## src/logic/bcls_pkg.sv

```systemverilog
// What this block does
// - Before soft-start, a trip-level setting phase of about 350 us runs with the 13 uA setting current forced.
// - The setting voltage is turned into a 6-bit code that is kept as the overcurrent trip value.
// - The trip reference converter has 63 steps of 6.51 mV, topping out at 403 mV.
// - A counter steps the reference up until the setting comparator crosses, then freezes and is the sense reference.
// - A setting voltage above the top of the range means no current limit at all.
// - Stored codes 0 through 10 give an effective limit threshold of zero.
// - The overcurrent sense is looked at only before the three-quarter point of the on-time.
// - Each on-time is counted in 10 ns quanta and three quarters of it, except for the half pulse, is the next cycle's sense window.
// - A fault is raised when the sensed voltage is above the reference anywhere inside the sense window, in soft-start or normal running only.
// - During soft-start the stored trip level is doubled, and restored once soft-start ends.
// - After a trip the present cycle completes, then one more high-side pulse of half an on-time is issued.
// - After that half pulse both switches are off for four soft-start durations before a new soft-start.
// - The sense path is active only while the high-side switch conducts.
// - One soft-start lasts 5.12 ms and counts ssStep_r through 32 steps; the reference stays at the doubled level throughout.
package bcls_pkg;
  localparam int CLK_FREQ_HZ = 100_000_000;
  localparam int CLK_PERIOD_NS = 1_000_000_000 / CLK_FREQ_HZ;
  localparam int ONT_QUANTUM_NS = 10;
  localparam int SET_TIME_US = 350;
  localparam int SET_CYCLES = SET_TIME_US * (CLK_FREQ_HZ / 1_000_000);
  localparam int SS_TIME_NS = 5_120_000;
  localparam int SS_CYCLES = SS_TIME_NS / CLK_PERIOD_NS;
  localparam int SET_CURRENT_UA = 13;
  localparam int DAC_STEP_UV = 6510;
  localparam int DAC_MAX_UV = 403_000;
  localparam int DAC_STEPS = 63;
  localparam int SS_STEPS = 32;
  localparam int RETRY_SS_COUNT = 4;
  localparam int DAC_W = 6;
  localparam int REF_W = DAC_W + 1;
  localparam int ONT_W = 10;
  localparam int TMR_W = 22;
  localparam int SSS_W = 5;
  localparam logic [DAC_W-1:0] DAC_MAX_CODE = 6'h3f;
  localparam logic [DAC_W-1:0] DAC_ZERO_MAX = 6'h0a;
  localparam logic [ONT_W-1:0] ONT_MAX = 10'h3ff;

  typedef enum logic [2:0] {
    ST_SET = 3'b000,
    ST_SOFT = 3'b001,
    ST_RUN = 3'b010,
    ST_FINISH = 3'b011,
    ST_HALF = 3'b100,
    ST_WAIT = 3'b101
  } bcls_state_t;
endpackage

```

## src/logic/bcls_sequencer.sv

```systemverilog
`timescale 1ns/1ns
`default_nettype none
module bcls_sequencer import bcls_pkg::*; #(
  parameter int SET_CYCLES_P = SET_CYCLES,
  parameter int SS_CYCLES_P = SS_CYCLES
) (
  input wire logic clk_sys,
  input wire logic rst_n,
  input wire logic setCompHigh,
  input wire logic senseOver,
  input wire logic pwmHighReq,
  output logic hsGate_r,
  output logic lsGate_r,
  output logic setCurrentEn_r,
  output logic [REF_W-1:0] refCode_r,
  output logic softStart_r,
  output logic [SSS_W-1:0] ssStep_r,
  output logic noLimit_r,
  output logic trip_r
);
  localparam int DAC_STEP_RAW = SET_CYCLES_P / (DAC_STEPS + 1);
  localparam int DAC_STEP_CYC = (DAC_STEP_RAW < 1) ? 1 : DAC_STEP_RAW;
  localparam int SS_STEP_RAW = SS_CYCLES_P / SS_STEPS;
  localparam int SS_STEP_CYC = (SS_STEP_RAW < 1) ? 1 : SS_STEP_RAW;
  // Enable is registered one clock late, so the phase holds one extra state cycle
  localparam logic [TMR_W-1:0] SET_END = TMR_W'(SET_CYCLES_P);
  localparam logic [TMR_W-1:0] SS_END = TMR_W'(SS_CYCLES_P - 1);
  localparam logic [TMR_W-1:0] WAIT_END = TMR_W'(RETRY_SS_COUNT * SS_CYCLES_P - 1);
  localparam logic [TMR_W-1:0] DSTEP_END = TMR_W'(DAC_STEP_CYC - 1);
  localparam logic [TMR_W-1:0] SSTEP_END = TMR_W'(SS_STEP_CYC - 1);

  bcls_state_t state_r, state_nxt;
  logic [TMR_W-1:0] tmr_r, tmr_nxt, stepTmr_r, stepTmr_nxt;
  logic [DAC_W-1:0] dacCode_r, dacCode_nxt;
  logic frozen_r, frozen_nxt, noLimit_nxt, hs_nxt, ls_nxt, trip_nxt, halfArmed_r, halfArmed_nxt;
  logic [ONT_W-1:0] onCnt_r, onCnt_nxt, window_r, window_nxt, lastOn_r, lastOn_nxt;
  logic [SSS_W-1:0] ssStep_nxt;
  logic [REF_W-1:0] ref_nxt;
  logic senseWin, fault, switching;
  logic [ONT_W+1:0] onTotal;

  ////////////////////////////////////////////////////////////////
  always_comb begin
    state_nxt = state_r;
    tmr_nxt = tmr_r + TMR_W'(1);
    stepTmr_nxt = stepTmr_r;
    dacCode_nxt = dacCode_r;
    frozen_nxt = frozen_r;
    noLimit_nxt = noLimit_r;
    halfArmed_nxt = halfArmed_r;
    ssStep_nxt = ssStep_r;
    hs_nxt = 1'b0;
    // Sense only while high side conducts, inside last window
    senseWin = hsGate_r && (onCnt_r < window_r);
    fault = senseWin && senseOver && !noLimit_r && (state_r == ST_SOFT || state_r == ST_RUN);
    trip_nxt = fault;
    unique case (state_r)
      ST_SET: begin
        stepTmr_nxt = stepTmr_r + TMR_W'(1);
        if (stepTmr_r == DSTEP_END) begin
          stepTmr_nxt = '0;
          if (!frozen_r) begin
            if (setCompHigh) begin
              frozen_nxt = 1'b1;
            end else if (dacCode_r == DAC_MAX_CODE) begin
              frozen_nxt = 1'b1;
              noLimit_nxt = 1'b1;
            end else begin
              dacCode_nxt = dacCode_r + DAC_W'(1);
            end
          end
        end
        if (tmr_r == SET_END) begin
          state_nxt = ST_SOFT;
          tmr_nxt = '0;
          stepTmr_nxt = '0;
          ssStep_nxt = '0;
          // Setting never resolved: treat as over range
          if (!frozen_nxt) begin
            frozen_nxt = 1'b1;
            noLimit_nxt = 1'b1;
          end
        end
      end
      ST_SOFT: begin
        hs_nxt = pwmHighReq;
        stepTmr_nxt = stepTmr_r + TMR_W'(1);
        if (stepTmr_r == SSTEP_END) begin
          stepTmr_nxt = '0;
          if (ssStep_r != '1) begin
            ssStep_nxt = ssStep_r + SSS_W'(1);
          end
        end
        if (fault) begin
          state_nxt = ST_FINISH;
        end else if (tmr_r == SS_END) begin
          state_nxt = ST_RUN;
          tmr_nxt = '0;
        end
      end
      ST_RUN: begin
        hs_nxt = pwmHighReq;
        tmr_nxt = '0;
        if (fault) begin
          state_nxt = ST_FINISH;
        end
      end
      ST_FINISH: begin
        // Let the tripped cycle run to its natural end
        hs_nxt = pwmHighReq;
        tmr_nxt = '0;
        if (hsGate_r && !pwmHighReq) begin
          state_nxt = ST_HALF;
          halfArmed_nxt = 1'b0;
        end
      end
      ST_HALF: begin
        if (!halfArmed_r) begin
          tmr_nxt = '0;
          if (pwmHighReq) begin
            halfArmed_nxt = 1'b1;
            hs_nxt = (lastOn_r >> 1) != '0;
            if ((lastOn_r >> 1) == '0) begin
              state_nxt = ST_WAIT;
            end
          end
        end else if (tmr_r + TMR_W'(1) >= TMR_W'(lastOn_r >> 1)) begin
          state_nxt = ST_WAIT;
          tmr_nxt = '0;
        end else begin
          hs_nxt = 1'b1;
        end
      end
      ST_WAIT: begin
        if (tmr_r == WAIT_END) begin
          state_nxt = ST_SOFT;
          tmr_nxt = '0;
          stepTmr_nxt = '0;
          ssStep_nxt = '0;
        end
      end
      default: begin
        state_nxt = ST_WAIT;
        tmr_nxt = '0;
      end
    endcase
    switching = (state_nxt == ST_SOFT || state_nxt == ST_RUN || state_nxt == ST_FINISH);
    // No dead time here; the gate driver inserts non-overlap
    ls_nxt = switching && !hs_nxt;
  end

  ////////////////////////////////////////////////////////////////
  // On-time in 10 ns quanta: one clock is one quantum
  assign onTotal = (ONT_W+2)'(onCnt_r) + (ONT_W+2)'(1);
  always_comb begin
    onCnt_nxt = '0;
    window_nxt = window_r;
    lastOn_nxt = lastOn_r;
    if (hsGate_r) begin
      onCnt_nxt = (onCnt_r == ONT_MAX) ? onCnt_r : onCnt_r + ONT_W'(1);
      if (!hs_nxt && state_r != ST_HALF) begin
        lastOn_nxt = (onCnt_r == ONT_MAX) ? ONT_MAX : onTotal[ONT_W-1:0];
        window_nxt = ONT_W'((onTotal * (ONT_W+2)'(3)) >> 2);
        onCnt_nxt = '0;
      end
    end
  end

  // Reference: zero band, then doubled while soft-starting
  always_comb begin
    if (dacCode_nxt <= DAC_ZERO_MAX) begin
      ref_nxt = '0;
    end else if (state_nxt == ST_SOFT) begin
      ref_nxt = {dacCode_nxt, 1'b0};
    end else begin
      ref_nxt = {1'b0, dacCode_nxt};
    end
  end

  always_ff @(posedge clk_sys) begin
    if (!rst_n) begin
      state_r <= ST_SET;
      tmr_r <= '0;
      stepTmr_r <= '0;
      dacCode_r <= '0;
      frozen_r <= 1'b0;
      noLimit_r <= 1'b0;
      halfArmed_r <= 1'b0;
      ssStep_r <= '0;
      hsGate_r <= 1'b0;
      lsGate_r <= 1'b0;
      trip_r <= 1'b0;
      onCnt_r <= '0;
      window_r <= '0;
      lastOn_r <= '0;
      refCode_r <= '0;
      setCurrentEn_r <= 1'b0;
      softStart_r <= 1'b0;
    end else begin
      state_r <= state_nxt;
      tmr_r <= tmr_nxt;
      stepTmr_r <= stepTmr_nxt;
      dacCode_r <= dacCode_nxt;
      frozen_r <= frozen_nxt;
      noLimit_r <= noLimit_nxt;
      halfArmed_r <= halfArmed_nxt;
      ssStep_r <= ssStep_nxt;
      hsGate_r <= hs_nxt;
      lsGate_r <= ls_nxt;
      trip_r <= trip_nxt;
      onCnt_r <= onCnt_nxt;
      window_r <= window_nxt;
      lastOn_r <= lastOn_nxt;
      refCode_r <= ref_nxt;
      setCurrentEn_r <= (state_nxt == ST_SET);
      softStart_r <= (state_nxt == ST_SOFT);
    end
  end
endmodule
`default_nettype wire

```

## config.mk

```make
export PLATFORM = sky130hd
export DESIGN_NAME = bcls_sequencer
export DESIGN_NICKNAME = d
export VERILOG_FILES = /design/src/logic/bcls_pkg.sv /design/src/logic/bcls_sequencer.sv
export SDC_FILE = /design/constraint.sdc
export NUM_CORES = 1
export LEC_CHECK = 0
export BUFFER_PORTS_ARGS = -buffer_cell sky130_fd_sc_hd__buf_2
export CAP_MARGIN = 10
export CORE_MARGIN = 1.5
export CORE_UTILIZATION = 45
export CTS_BUF_LIST = sky130_fd_sc_hd__clkbuf_16
export DETAILED_ROUTE_END_ITERATION = 10
export PLACE_DENSITY = 0.71
export SLEW_MARGIN = 15
export SYNTH_ARGS = -nofsm -noshare
export SYNTH_HDL_FRONTEND = slang
export SYNTH_SLANG_ARGS = --single-unit
```

## constraint.sdc

```tcl
create_clock -name clk_sys -period 3.26 [get_ports clk_sys]
set_clock_uncertainty 0.15 [all_clocks]
set_input_delay 0.163 -clock clk_sys [delete_from_list [all_inputs] [get_ports clk_sys]]
set_output_delay 0.163 -clock clk_sys [all_outputs]
set_load 0.05 [all_outputs]
```

==> results.md <==
* Post-DP Area at 0.00603 mm²
* RSZ-0062 raised after global routing: yes
* Initial antenna violation count at 0
* Worst slack, placed at -64.1 ps
* Yosys warnings at 0
* Crit Path Max Fanout at 5
* Reg-to-reg endpoint: tmr_r[8]
* CTS sink cnt at 102
* Register area share after synthesis at 36.0%
* Commonest cells after routing, fill and taps aside: 97 x dfxtp_1, 84 x nor2_1, 55 x nand2_1
* DRT antenna net count at 0
* Syn nets at 730
* Most area-hungry cell type in the Yosys netlist: dfxtp_1
* Area Overhead vs Synth at 15.2%
* Layout fillers at 1095
* Vias in the first global route at 4702
* Startpoint types: flip-flop
* Total Power at 2.50 mW
* Most common cell after layout, fill and taps aside: dfxtp_1
* Worst-Skew Late Latency at 360 ps
* First-pass GRT wire length at 21600 µm
* Post-Syn Area at 0.00567 mm²
* Largest net degree at the start of global routing at 32
* Top cells by area, synth: dfxtp_1 36%, ha_1 7.9%, nor2_1 6.2%
* Routed wire length at 12800 µm
* Worst slew margin at 33.2%
* Footprint of the multi-input gates at 0.00346 mm²
* Wire per inst at 14.4 µm
* Unique cell type count in the Yosys netlist at 61
* Worst Hold Launch: pwmHighReq
* Worst setup margin at 34.6 ps
* Worst r2r path cells at 13
* Worst reg2reg path startpoint: tmr_r[2]
* Top_reg_cell synth: dfxtp_1
* Clk buf depth at 2
* Final hold vios at 0
* Mean area per synthesized cell at 8.24 µm²
* CP Class: flip-flop to flip-flop
* Total Routing Usage GR at 20.4%
* Status: finished, final reports clean
* Diode count at 0
* Chip width at 115 µm
* Port bufs at 22
* Die Area at 0.0133 mm²
* CP Data Arrival Time at 3370 ps
* CTS root buf: clkbuf_16
* H-tree depth reported by CTS at 3
* Initial Util at 46.6%
* R2R Setup Slk at 30 ps
* Routed vias/inst at 5.43
* Hold Buf Count CTS at 0
* Crit. End Element: flip-flop
* Ports at 23
* Core Area at 0.0122 mm²
* DR vias at 4847
* Number of CTS-inserted buffers at 9
* Post-layout nets at 762
* Worst EP required at 3400 ps
* Register area at 0.00206 mm²
* Max-cap violations at 0
* FFs w/ async S/R, synth at 0%
* CTS tree: done
* Final period util at 98.9%
* Min-Delay Path Depth at 3
* CTS clk-pin slew, worst paths at 70 ps
* Ratio of cells with drive above 1 in the final layout at 13.8%
* Post-route cell area at 0.00654 mm²
* WHS Endpoint: halfArmed_r
* Worst slew pin tran at 1000 ps
* Core Util, Final at 53.7%
* Routability congestion estimate at 0.919
* Pwr dens at 383 mW/mm²
* Synth Register Bits at 102
* Number of flops mapped to enable cells by yosys at 0
* Yosys top cell area share at 36.0%
* Mapped Cells at 688
* Initial detailed-routing violation count at 410
* Drt drc at 0
* Std-Cell Rows at 40
* # setup viols final at 0
* Leakage Power at 2.53 nW
* Max VDD drop at 0.213 mV
* Max-slew violation count at 0
* Min Hold Slack at 36.6 ps
* GR Overflow Total at 0
* Hold Crit Class: primary input to flip-flop
* Die height at 115 µm
* Fmax at 310 MHz
* DP HPWL at 9270 µm
* Fin crit period at 3230 ps
* Initial DRT Pass Iterations at 5
## registers in the layout (all words and copies together) (netlist names)
register / cells
setCurrentEn_r: 1
tmr_r: 22
stepTmr_r: 22
lastOn_r: 9
refCode_r: 7
frozen_r: 1
ssStep_r: 5
dacCode_r: 6
onCnt_r: 10
lsGate_r: 1
hsGate_r: 1
state_r: 3
softStart_r: 1
halfArmed_r: 1
window_r: 10
noLimit_r: 1
trip_r: 1
## per-stage QoR
stage / setup TNS, ps / std cells
finish: 0 / 893
global route: -2180 / 893
CTS: 0 / 887
detailed placement: -1030 / 871
global placement: 0 / 871
floorplan: 0 / 688
## worst max path at each step
stage	startpoint	endpoint	slack, ps	cells past startpoint
6_report	tmr_r[2]	tmr_r[8]	30	13
5_1_grt	tmr_r[0]	tmr_r[17]	-130	13
4_1_cts	tmr_r[0]	tmr_r[4]	40	13
3_5_place_dp	tmr_r[0]	tmr_r[4]	-60	13
3_3_place_gp	tmr_r[0]	tmr_r[8]	70	13
2_1_floorplan	tmr_r[0]	tmr_r[16]	120	13
## layout make-up
cell class | instances | share of cell area [%]
repair buffers | 47 | 5.34
inverters | 40 | 2.30
well taps | 168 | 3.22
multi-input cells | 520 | 52.9
clock inverters | 7 | 1.36
flip-flops and latches | 102 | 31.5
clock buffers | 9 | 3.45
## per-layer routing
| metal | vias up | global-route usage (%) | wire, µm |
|---|---|---|---|
| li1 | 2460 | - | - |
| met1 | 2264 | 26.4 | 6080 |
| met2 | 105 | 33.8 | 6050 |
| met3 | 18 | 3.90 | 467 |
| met4 | 0 | 7.98 | 237 |
| met5 | - | 0 | 0 |
## kinds of logic (layout without fill, tap and decap cells)
family,Yosys count,after routing,synth area share (%)
muxes,9,9,1.70
AOI/OAI and AO/OA,116,116,13.7
buffers and inverters,66,103,4.79
and+or+nand+nor,300,300,26.6
adders and majority gates,37,37,8.29
xor gates and xnor gates,58,58,8.96
DFF,102,102,36.0
## worst max-delay path, cell delays in order (launching register included)
cell and delay [ps]:
dfxtp_4 360, nand4_1 130, nor2_1 160, xor2_1 230, ha_1 290, a211oi_2 190
o21ai_1 90, a31oi_1 180, o21ai_1 90, or4b_4 520, nor3_4 250, o311ai_4 200
clkbuf_16 230, nor2b_1 100
## power by group
group,total (mW),switching (mW),internal [mW]
Clock,1.14,0.475,0.668
Sequential,1.26,0.00900,1.25
Combinational,0.0985,0.0560,0.0425
Total,2.50,0.540,1.96
## synthesized netlist by cell type, types with 2 or more instances
cell and instances:
dfxtp_1 102, nor2_1 94, nand2_1 55, inv_1 39
ha_1 36, a21oi_1 35, xnor2_1 29, xor2_1 29
nand3_1 28, nor3_1 23, o21ai_0 23, a211oi_1 20
nand4_1 17, and2_1 16, nor2b_1 13, and3_1 12
clkbuf_1 12, buf_2 10, nor4_1 7, a31oi_1 6
a21o_1 5, mux2_2 5, or3_1 5, and4_1 4
mux2i_1 4, nand2b_1 4, a311oi_1 3, nand3b_1 3
nand4b_1 3, nor3_2 3, nor4b_1 3, o31a_1 3
o31ai_1 3, a211o_1 2, a21boi_0 2, buf_1 2
nor3b_1 2, o21a_1 2, or2_2 2
## timing repair
item	CTS	global route
setup endpoints to repair	22	27
cloned	0	3
hold endpoints to repair	0	0
gates resized for setup	4	28
pin swaps	1	14
buffers inserted	0	3
No activity file was read; power rests on OpenSTA's default activity.
